[config.mk]
export PLATFORM = sky130hd
export DESIGN_NAME = iotc_io_bus_ctl
export DESIGN_NICKNAME = d
export VERILOG_FILES = /design/src/iotc_pkg.sv /design/src/iotc_io_bus_ctl.sv
export VERILOG_INCLUDE_DIRS = /design/src /design/src/src
export SDC_FILE = /design/constraint.sdc
export NUM_CORES = 1
export LEC_CHECK = 0
export BUFFER_PORTS_ARGS = -buffer_cell sky130_fd_sc_hd__buf_2
export CORE_UTILIZATION = 47
export CTS_BUF_LIST = sky130_fd_sc_hd__clkbuf_16
export CTS_CLUSTER_DIAMETER = 200
export DETAILED_ROUTE_END_ITERATION = 6
export PLACE_DENSITY = 0.83
export SLEW_MARGIN = 40
export SYNTH_ARGS = -nofsm -noshare
export SYNTH_HDL_FRONTEND = slang
export SYNTH_SLANG_ARGS = --single-unit
[constraint.sdc]
create_clock -name clk_sys_i -period 1.7 [get_ports clk_sys_i]
set_input_delay 0.255 -clock clk_sys_i [delete_from_list [all_inputs] [get_ports clk_sys_i]]
set_output_delay 0.255 -clock clk_sys_i [all_outputs]
set_load 0.02 [all_outputs]
[src/iotc_consts.svh]
// Offsets, field positions and timing for the I/O bus control
`ifndef IOTC_CONSTS_SVH
`define IOTC_CONSTS_SVH

// Register offsets (byte addresses, one word each)
`define IOTC_OFS_CMD        8'h00
`define IOTC_OFS_INSTR      8'h04
`define IOTC_OFS_DATA_OUT   8'h08
`define IOTC_OFS_DATA_IN    8'h0c
`define IOTC_OFS_STATUS     8'h10
`define IOTC_OFS_DISPATCH   8'h14

// Command word: condition field bit and magic number field
`define IOTC_CMD_COND_BIT   15
`define IOTC_CMD_MAGIC_MSB  8
`define IOTC_CMD_MAGIC_LSB  0

// Magic numbers that go with the bus control condition function
`define IOTC_MAGIC_REQUEST  9'h100
`define IOTC_MAGIC_RELEASE  9'h0c0
`define IOTC_MAGIC_ACQ_ECL  9'h001
`define IOTC_MAGIC_REL_ECL  9'h002
`define IOTC_MAGIC_DOUT     9'h014
`define IOTC_MAGIC_DIN      9'h018

// Function codes forced by the stand-alone data suboperations
`define IOTC_FUNC_DOUT      3'h3
`define IOTC_FUNC_DIN       3'h1

// Upper dispatch address bits for the I/O opcode group
`define IOTC_DISP_TOP       3'h7

// Status bit positions
`define IOTC_ST_CPU_GRANT   0
`define IOTC_ST_IRQ_GRANT   1
`define IOTC_ST_DEMAND      2
`define IOTC_ST_BUSY        3
`define IOTC_ST_ECL_HELD    4
`define IOTC_ST_DONE        5

// Timing
`define IOTC_CLK_MHZ        100
`define IOTC_SETUP_NS       300
`define IOTC_DEMAND_NS      300
`define IOTC_HOLD_NS        100

`endif

[src/iotc_pkg.sv]
// Types shared by the I/O bus transfer control
package iotc_pkg;

  // Control lines driven onto the system I/O bus
  typedef struct packed {
    logic [6:0] controller_select_lines;
    logic       function_line_0;
    logic       function_line_1;
    logic       function_line_2;
    logic       demand;
  } iotc_bus_ctl_t;

  // Transfer sequencer states
  typedef enum logic [2:0] {
    ST_IDLE   = 3'b000,
    ST_WAIT   = 3'b001,
    ST_SETUP  = 3'b010,
    ST_DEMAND = 3'b011,
    ST_XFER   = 3'b100,
    ST_DROP   = 3'b101,
    ST_DONE   = 3'b110
  } iotc_state_t;

endpackage : iotc_pkg

[src/iotc_io_bus_ctl.sv]
// I/O bus transfer control: arbiter, sequencer, decode and register port
`timescale 1ns/1ns
`include "iotc_consts.svh"

module iotc_io_bus_ctl #(
  parameter int DATA_W = 36
) (
  input  wire logic                  clk_sys_i,
  input  wire logic                  srst_i,
  input  wire logic [7:0]            reg_addr_i,
  input  wire logic [DATA_W-1:0]     reg_wdata_i,
  input  wire logic                  reg_wr_i,
  input  wire logic                  reg_rd_i,
  output      logic [DATA_W-1:0]     reg_rdata_o,
  input  wire logic                  interrupt_bus_request_i,
  output      logic                  interrupt_bus_grant_o,
  output      logic                  processor_bus_request_o,
  output      logic                  processor_bus_grant_o,
  output      logic                  bus_return_o,
  output      iotc_pkg::iotc_bus_ctl_t bus_ctl_o,
  input  wire logic                  transfer_i,
  input  wire logic [DATA_W-1:0]     data_i,
  output      logic [DATA_W-1:0]     data_o,
  output      logic                  data_oe_o
);

  // Cycle counts rounded up from the minimum times
  localparam int SETUP_CYC  =
    (`IOTC_SETUP_NS * `IOTC_CLK_MHZ + 999) / 1000;
  localparam int DEMAND_CYC =
    (`IOTC_DEMAND_NS * `IOTC_CLK_MHZ + 999) / 1000;
  localparam int HOLD_CYC   =
    (`IOTC_HOLD_NS * `IOTC_CLK_MHZ + 999) / 1000;

  // Command decode
  logic       cmd_wr;
  logic       cond_fn;
  logic [8:0] magic;
  logic       cmd_request;
  logic       cmd_release;
  logic       cmd_acq_ecl;
  logic       cmd_rel_ecl;
  logic       cmd_data_out;
  logic       cmd_data_in;

  // A command only counts when condition and magic come in one write
  assign cmd_wr       = reg_wr_i && (reg_addr_i == `IOTC_OFS_CMD) && cond_fn;
  assign cond_fn      = reg_wdata_i[`IOTC_CMD_COND_BIT];
  assign magic        = reg_wdata_i[`IOTC_CMD_MAGIC_MSB:`IOTC_CMD_MAGIC_LSB];
  assign cmd_request  = cmd_wr && (magic == `IOTC_MAGIC_REQUEST);
  assign cmd_release  = cmd_wr && (magic == `IOTC_MAGIC_RELEASE);
  assign cmd_acq_ecl  = cmd_wr && (magic == `IOTC_MAGIC_ACQ_ECL);
  assign cmd_rel_ecl  = cmd_wr && (magic == `IOTC_MAGIC_REL_ECL);
  assign cmd_data_out = cmd_wr && (magic == `IOTC_MAGIC_DOUT);
  assign cmd_data_in  = cmd_wr && (magic == `IOTC_MAGIC_DIN);

  // Software-visible storage
  logic [0:12]       instr_q;
  logic [0:12]       instr_d;
  logic [DATA_W-1:0] dout_q;
  logic [DATA_W-1:0] dout_d;
  logic [DATA_W-1:0] din_q;
  logic [DATA_W-1:0] din_d;
  logic [DATA_W-1:0] rdata_q;
  logic [DATA_W-1:0] rdata_d;

  // Sequencer and arbiter state
  iotc_pkg::iotc_state_t state_q;
  iotc_pkg::iotc_state_t state_d;
  logic [7:0] cnt_q;
  logic [7:0] cnt_d;
  logic       req_q;
  logic       req_d;
  logic       cpu_gnt_q;
  logic       cpu_gnt_d;
  logic       irq_gnt_q;
  logic       irq_gnt_d;
  logic       tie_q;
  logic       tie_d;
  logic       ecl_q;
  logic       ecl_d;
  logic       forced_q;
  logic       forced_d;
  logic [2:0] ffunc_q;
  logic [2:0] ffunc_d;
  logic [2:0] lfunc_q;
  logic [2:0] lfunc_d;
  logic       lines_q;
  logic       lines_d;
  logic       demand_q;
  logic       demand_d;

  // Operation decode from the instruction
  logic [2:0] op;
  logic       f1;
  logic       f2;
  logic       op_out;
  logic [0:8] disp;

  assign op   = instr_q[10:12];
  assign f1   = !instr_q[10];
  assign f2   = instr_q[10] || (!instr_q[10] && !instr_q[11]);
  // Block output, data output and conditions output drive the data lines
  assign op_out = (op == 3'h2) || (op == 3'h3) || (op == 3'h4);

  // Dispatch address: opcode group on top, device bits 3-5 in the middle
  always_comb begin
    disp      = '0;
    disp[0:2] = `IOTC_DISP_TOP;
    disp[3:5] = instr_q[3:5];
    disp[6:8] = instr_q[10:12];
  end

  // Arbiter: equal standing, earlier request wins, ties alternate
  logic cpu_want;
  logic irq_want;
  assign cpu_want = req_q;
  assign irq_want = interrupt_bus_request_i && !ecl_q;

  always_comb begin
    cpu_gnt_d = cpu_gnt_q;
    irq_gnt_d = irq_gnt_q;
    tie_d     = tie_q;
    ecl_d     = ecl_q;
    // Interrupt holds the bus only while it keeps asking
    if (irq_gnt_q && !interrupt_bus_request_i) begin
      irq_gnt_d = 1'b0;
    end
    if (!cpu_gnt_q && !irq_gnt_q) begin
      if (cpu_want && irq_want) begin
        cpu_gnt_d = !tie_q;
        irq_gnt_d = tie_q;
        tie_d     = !tie_q;
      end else if (cpu_want) begin
        cpu_gnt_d = 1'b1;
      end else if (irq_want) begin
        irq_gnt_d = 1'b1;
      end
    end
    // ECL acquisition takes the grant from the interrupt side and blocks new ones
    if (cmd_acq_ecl) begin
      ecl_d     = 1'b1;
      irq_gnt_d = 1'b0;
    end else if (cmd_rel_ecl) begin
      ecl_d = 1'b0;
    end
    if (cmd_release) begin
      cpu_gnt_d = 1'b0;
    end
  end

  // Sequencer: request, set up lines, demand, wait transfer, drop
  always_comb begin
    state_d  = state_q;
    cnt_d    = cnt_q;
    req_d    = req_q;
    forced_d = forced_q;
    ffunc_d  = ffunc_q;
    lfunc_d  = lfunc_q;
    lines_d  = lines_q;
    demand_d = demand_q;
    din_d    = din_q;
    unique case (state_q)
      iotc_pkg::ST_IDLE: begin
        if (cmd_request || cmd_data_out || cmd_data_in) begin
          req_d    = 1'b1;
          forced_d = cmd_data_out || cmd_data_in;
          ffunc_d  = cmd_data_out ? `IOTC_FUNC_DOUT : `IOTC_FUNC_DIN;
          state_d  = iotc_pkg::ST_WAIT;
        end
      end
      iotc_pkg::ST_WAIT: begin
        // No step is taken until the processor holds the bus
        if (cpu_gnt_q) begin
          req_d   = 1'b0;
          lines_d = 1'b1;
          lfunc_d = {1'b0, f1, f2};
          cnt_d   = 8'(SETUP_CYC);
          state_d = iotc_pkg::ST_SETUP;
        end
      end
      iotc_pkg::ST_SETUP: begin
        // Let the select and function lines settle at the device
        if (cnt_q > 8'h01) begin
          cnt_d = cnt_q - 8'h01;
        end else begin
          demand_d = 1'b1;
          cnt_d    = 8'(DEMAND_CYC);
          state_d  = iotc_pkg::ST_DEMAND;
        end
      end
      iotc_pkg::ST_DEMAND: begin
        if (cnt_q > 8'h01) begin
          cnt_d = cnt_q - 8'h01;
        end else begin
          state_d = iotc_pkg::ST_XFER;
        end
      end
      iotc_pkg::ST_XFER: begin
        if (transfer_i) begin
          if (forced_q ? (ffunc_q == `IOTC_FUNC_DIN) : !op_out) begin
            din_d = data_i;
          end
          demand_d = 1'b0;
          cnt_d    = 8'(HOLD_CYC);
          state_d  = iotc_pkg::ST_DROP;
        end
      end
      iotc_pkg::ST_DROP: begin
        // Lines stay up after demand falls to avoid misselection
        if (cnt_q > 8'h01) begin
          cnt_d = cnt_q - 8'h01;
        end else begin
          lines_d = 1'b0;
          state_d = iotc_pkg::ST_DONE;
        end
      end
      iotc_pkg::ST_DONE: begin
        if (cmd_release) begin
          forced_d = 1'b0;
          state_d  = iotc_pkg::ST_IDLE;
        end
      end
      default: begin
        state_d = iotc_pkg::ST_IDLE;
      end
    endcase
  end

  // Register writes
  always_comb begin
    instr_d = instr_q;
    dout_d  = dout_q;
    if (reg_wr_i && (reg_addr_i == `IOTC_OFS_INSTR)) begin
      instr_d = reg_wdata_i[12:0];
    end
    if (reg_wr_i && (reg_addr_i == `IOTC_OFS_DATA_OUT)) begin
      dout_d = reg_wdata_i;
    end
  end

  // Read mux; unmapped addresses read zero
  always_comb begin
    rdata_d = '0;
    if (reg_rd_i) begin
      unique case (reg_addr_i)
        `IOTC_OFS_INSTR:    rdata_d[12:0] = instr_q;
        `IOTC_OFS_DATA_OUT: rdata_d = dout_q;
        `IOTC_OFS_DATA_IN:  rdata_d = din_q;
        `IOTC_OFS_STATUS: begin
          rdata_d[`IOTC_ST_CPU_GRANT] = cpu_gnt_q;
          rdata_d[`IOTC_ST_IRQ_GRANT] = irq_gnt_q;
          rdata_d[`IOTC_ST_DEMAND]    = demand_q;
          rdata_d[`IOTC_ST_BUSY]      =
            (state_q != iotc_pkg::ST_IDLE) && (state_q != iotc_pkg::ST_DONE);
          rdata_d[`IOTC_ST_ECL_HELD]  = ecl_q;
          rdata_d[`IOTC_ST_DONE]      = (state_q == iotc_pkg::ST_DONE);
        end
        `IOTC_OFS_DISPATCH: rdata_d[8:0] = disp;
        default:            rdata_d = '0;
      endcase
    end
  end

  // State registers
  always_ff @(posedge clk_sys_i) begin
    if (srst_i) begin
      state_q   <= iotc_pkg::ST_IDLE;
      cnt_q     <= 8'h00;
      req_q     <= 1'b0;
      cpu_gnt_q <= 1'b0;
      irq_gnt_q <= 1'b0;
      tie_q     <= 1'b0;
      ecl_q     <= 1'b0;
      forced_q  <= 1'b0;
      ffunc_q   <= 3'h0;
      lfunc_q   <= 3'h0;
      lines_q   <= 1'b0;
      demand_q  <= 1'b0;
      instr_q   <= 13'h0000;
      dout_q    <= '0;
      din_q     <= '0;
      rdata_q   <= '0;
    end else begin
      state_q   <= state_d;
      cnt_q     <= cnt_d;
      req_q     <= req_d;
      cpu_gnt_q <= cpu_gnt_d;
      irq_gnt_q <= irq_gnt_d;
      tie_q     <= tie_d;
      ecl_q     <= ecl_d;
      forced_q  <= forced_d;
      ffunc_q   <= ffunc_d;
      lfunc_q   <= lfunc_d;
      lines_q   <= lines_d;
      demand_q  <= demand_d;
      instr_q   <= instr_d;
      dout_q    <= dout_d;
      din_q     <= din_d;
      rdata_q   <= rdata_d;
    end
  end

  // Outputs: select and function lines only while the lines are held
  always_comb begin
    bus_ctl_o = '0;
    if (lines_q) begin
      bus_ctl_o.controller_select_lines = instr_q[3:9];
      bus_ctl_o.function_line_0 = 1'b0;
      bus_ctl_o.function_line_1 = forced_q ? ffunc_q[1] : lfunc_q[1];
      bus_ctl_o.function_line_2 = forced_q ? ffunc_q[0] : lfunc_q[0];
    end
    bus_ctl_o.demand = demand_q;
  end

  assign reg_rdata_o             = rdata_q;
  assign processor_bus_request_o = req_q;
  assign processor_bus_grant_o   = cpu_gnt_q;
  assign interrupt_bus_grant_o   = irq_gnt_q;
  assign bus_return_o            = ecl_q;
  assign data_o                  = dout_q;
  // Data drive only while lines are up for an output operation
  assign data_oe_o = lines_q &&
    (forced_q ? (ffunc_q == `IOTC_FUNC_DOUT) : op_out);

endmodule : iotc_io_bus_ctl

==> flow_summary.ini <==
[power]
vdd_ir_drop_max_uv = 995
p_leak_nw = 3.54
power.total_mw = 10.7
power_density_nw_per_um2 = 1340

[setup_path]
worst_setup_path_end_kind = flop
worstPathArrival_ns = 2.05
critical_path.startpoint_type = flop
worst_r2r_endpoint = cnt_q[5]$_SDFFE_PP0P_
cp_max_fo = 4
reg2reg_from = cnt_q[2]$_SDFFE_PP0P_
worstSetupPathType = flop to flop
worst-r2r-cell-count = 6
r2r_slack_ns = -0.04
critical-path-slowest-cell = sky130_fd_sc_hd__nor4_4
worst_path_largest_cell_delay_ns = 0.36
critPathRequiredTime_ns = 2.01
crit_path_cell_trace = nor4_4, o211ai_1, buf_4, or3_4, nand4bb_4, nor2_1

[placed_design]
place_hpwl_um = 12100
number_of_buffer_cells_added_on_primary_ports = 172
globalplace.congestion = 0.870

[logic_synthesis]
netlist-cell-type-count = 54
synthAdderAreaFrac_pct = 0.423
post_synthesis_cells = 681
multiplexer_share_of_the_synthesized_area_pct = 7.11
synth_area_per_cell_um2 = 8.68
synth_top_family_by_area = simple AND/OR/NAND/NOR gates
synth_seq_area_share_pct = 48.8
syn-cell-area_um2 = 5910
synth_compound_area_share_pct = 15.3
yosys_warnings = 0
synth_simple_gate_area_share_pct = 22.8
ys_async_sr_fraction_pct = 0
synth_seq_cells = 144
synth_fp_nets = 769
synth_enable_flop_cells = 0
synth_ff_type = sky130_fd_sc_hd__dfxtp_1
xor_xnor_portion_of_the_synthesized_cell_area_pct = 1.33

[cts]
cts_tree = yes
clock_insertion_delay_worst_skew_ns = 0.42
cts_sinks = 144
tritoncts.num_buffers = 17
cts.root.buffer_cell = sky130_fd_sc_hd__clkbuf_16
worst_setup_hold_path_clk_slew_ns = 0.06
max-clock-path-buffers = 2
cts_hold_buf = 0
cts_htree_levels = 4

[routing]
routed_wl_um = 17700
viasPerCell = 5.50
drt_drc_violations_left = 2
first_pass_iters = 7
detailroute.via_count = 5893
routedWlPerCell_um = 16.5
drt_iter0_drc = 419
drt.antenna.violating_nets = 0

[floorplan]
floorplan.die.height_um = 114
io-pin-count = 174
die_width_um = 114
fp.coreArea_um2 = 12100
floorplan.initialDensity_pct = 48.8
die_area_um2 = 13000
rows = 40

[timing]
finalSetupViolCount = 6
drv_slew = 0
crit_share_post_route_pct = 103
holdWs_ns = 0.0627
rsz0062_at_grt = yes
setup_ws_ns = -0.0431
max_freq_mhz = 574
finalWorstPathRequiredPeriod_ns = 1.74
skew_ns = 0.00756
hold_violations = 0

[layout]
postLayoutCoreUtil_pct = 66.0
synthToLayoutAreaGrowth_pct = 35.3
fill_cells = 1036
nNetsFinal = 978
drive_above_1_share_pct = 33.6

[run]
max_cap_violations = 0

[global_routing]
grt_pass1_vias = 5567
grt_util_all_layers_pct = 27.0
grt_max_degree = 82
global_route.overflow_total = 0
grt_first_pass_wirelength_um = 27200
antenna_violations_before_repair = 2

[run_status]
violations = DRC, setup timing
run_status = finished, violations left

[hold_path]
hold_path.class = primary input to flop
hold_path_startpoint = data_i[21]
worstHoldPathCells = 3
timing.hold.worst_endpoint = din_q[21]$_SDFFE_PP0P_
==> critical path: cells and delay by family (launching register included) <==
family          cells  cell delay, ns
simple gates        4            0.92
flops               1            0.33
buf+inv             1            0.20
compound gates      1            0.19
==> registers in the layout, indices dropped and copies added, names as in the netlist <==
register and cells:
demand_q 1, data_o 36, lfunc_q 2, processor_bus_request_o 1
lines_q 1, instr_q 13, ffunc_q 2, tie_q 1
processor_bus_grant_o 1, reg_rdata_o 36, forced_q 1, bus_return_o 1
cnt_q 8, interrupt_bus_grant_o 1, din_q 36, state_q 3
==> cells in the mapped netlist, drive strengths merged (4+ instances only) <==
cell      n  area [um^2]
o211ai    4         30.0
nand2b    7         43.8
or3       6         37.5
o21ai    10         50.0
buf      20          124
nor2b     6         37.5
xor2      6         52.6
a31oi     6         37.5
nor2     92          345
a222oi    5         50.1
and2      9         57.6
nor4      7         86.3
dfxtp   144         2880
a21oi    65          325
mux2i    42          420
a22oi    31          233
a211oi    7         52.6
nand3    21          110
inv      10         37.5
nand2   115          434
nor3      7         46.3
clkbuf   23         86.3
==> report_power, final <==
part           internal, mW  switching (mW)  total, mW  leakage, nW
clock                  1.88            1.50       3.38        0.259
sequential             3.61           0.177       3.79         1.16
combinational          1.84            1.74       3.58         2.11
total                  7.33            3.42       10.7         3.54
==> layout by cell type (no fill, tap or decap), types with 3 or more instances in the layout <==
cell / Yosys / layout
sky130_fd_sc_hd__a211oi_1: 7 / 5
sky130_fd_sc_hd__a21oi_1: 65 / 64
sky130_fd_sc_hd__a222oi_1: 5 / 5
sky130_fd_sc_hd__a22oi_1: 31 / 31
sky130_fd_sc_hd__a31oi_1: 6 / 6
sky130_fd_sc_hd__and2_1: 8 / 8
sky130_fd_sc_hd__buf_12: 0 / 5
sky130_fd_sc_hd__buf_2: 12 / 170
sky130_fd_sc_hd__buf_4: 7 / 55
sky130_fd_sc_hd__buf_6: 1 / 3
sky130_fd_sc_hd__clkbuf_16: 0 / 17
sky130_fd_sc_hd__clkinv_2: 0 / 4
sky130_fd_sc_hd__clkinvlp_4: 0 / 3
sky130_fd_sc_hd__dfxtp_1: 144 / 135
sky130_fd_sc_hd__dfxtp_2: 0 / 8
sky130_fd_sc_hd__inv_1: 10 / 10
sky130_fd_sc_hd__inv_6: 0 / 7
sky130_fd_sc_hd__mux2i_1: 42 / 42
sky130_fd_sc_hd__nand2_1: 114 / 113
sky130_fd_sc_hd__nand2b_1: 7 / 7
sky130_fd_sc_hd__nand3_1: 20 / 20
sky130_fd_sc_hd__nor2_1: 92 / 90
sky130_fd_sc_hd__nor2b_1: 6 / 5
sky130_fd_sc_hd__nor3_1: 6 / 6
sky130_fd_sc_hd__nor4_1: 3 / 3
sky130_fd_sc_hd__nor4_4: 2 / 3
sky130_fd_sc_hd__nor4b_1: 3 / 3
sky130_fd_sc_hd__o211ai_1: 4 / 4
sky130_fd_sc_hd__o21ai_0: 9 / 6
sky130_fd_sc_hd__o21ai_1: 1 / 3
sky130_fd_sc_hd__or3_1: 6 / 5
sky130_fd_sc_hd__xor2_1: 6 / 6
==> final cells by class <==
cell class	instances	area [um^2]	share of cell area, %
multi-input combinational	484	2920	36.5
inverter	10	37.5	0.469
sequential	144	2900	36.2
timing repair buffer	233	1400	17.5
tap	168	210	2.63
antenna	1	2.50	0.0313
clock buffer	17	425	5.32
clock inverter	15	108	1.35
==> per-layer routing <==
layer  up-vias  wire, um  GRT usage, %
li1       2793         -             -
met1      2808      7140          31.5
met2       250      8670          44.7
met3        42      1330          9.00
met4         0       530          13.0
met5         -         0             0
==> metrics by stage <==
stage                     setup TNS (ns)  std cells  worst slack, ns  cell area, um^2
after floorplan                        0        681          0.00332             5910
after global placement            -11.18       1031           -0.187             7250
after detailed placement          -16.71       1031           -0.254             7250
after CTS                         -0.132       1066          -0.0721             7870
after global routing               -1.09       1071           -0.102             7990
final                             -0.186       1072          -0.0431             8000
==> how the worst max path moves through the flow <==
stage                                   startpoint                                    to  slack, ns  cells after the start
after floorplan                      reg_addr_i[5]  processor_bus_request_o$_SDFFE_PP0P_      0.003                      6
after global placement               reg_addr_i[5]  processor_bus_request_o$_SDFFE_PP0P_      -0.19                      6
after detailed placement             reg_addr_i[5]               data_o[32]$_SDFFE_PP0P_      -0.25                      7
after CTS                 instr_q[10]$_SDFFE_PP0P_                             data_oe_o      -0.07                      4
after global routing         cnt_q[2]$_SDFFE_PP0P_                 cnt_q[5]$_SDFFE_PP0P_      -0.10                      7
final                        cnt_q[2]$_SDFFE_PP0P_                 cnt_q[5]$_SDFFE_PP0P_      -0.04                      6
==> cells by family (layout without fill, tap and decap cells) <==
group	count (synthesis)	after routing
other	1	2
adder cells (fa/ha/maj)	2	2
AO/OA/AOI/OAI	143	143
XOR/XNOR	9	9
AND/OR/NAND/NOR	287	287
flip-flops	144	144
multiplexers	42	42
buffers and inverters	53	275
==> repair_timing <==
action,CTS,global route
setup buffers,3,5
setup endpoints to repair,45,20
hold endpoints to repair,0,0
pin swaps,9,21
gates resized for setup,17,26
cloned,0,0
(Power assumes the default switching activity.)
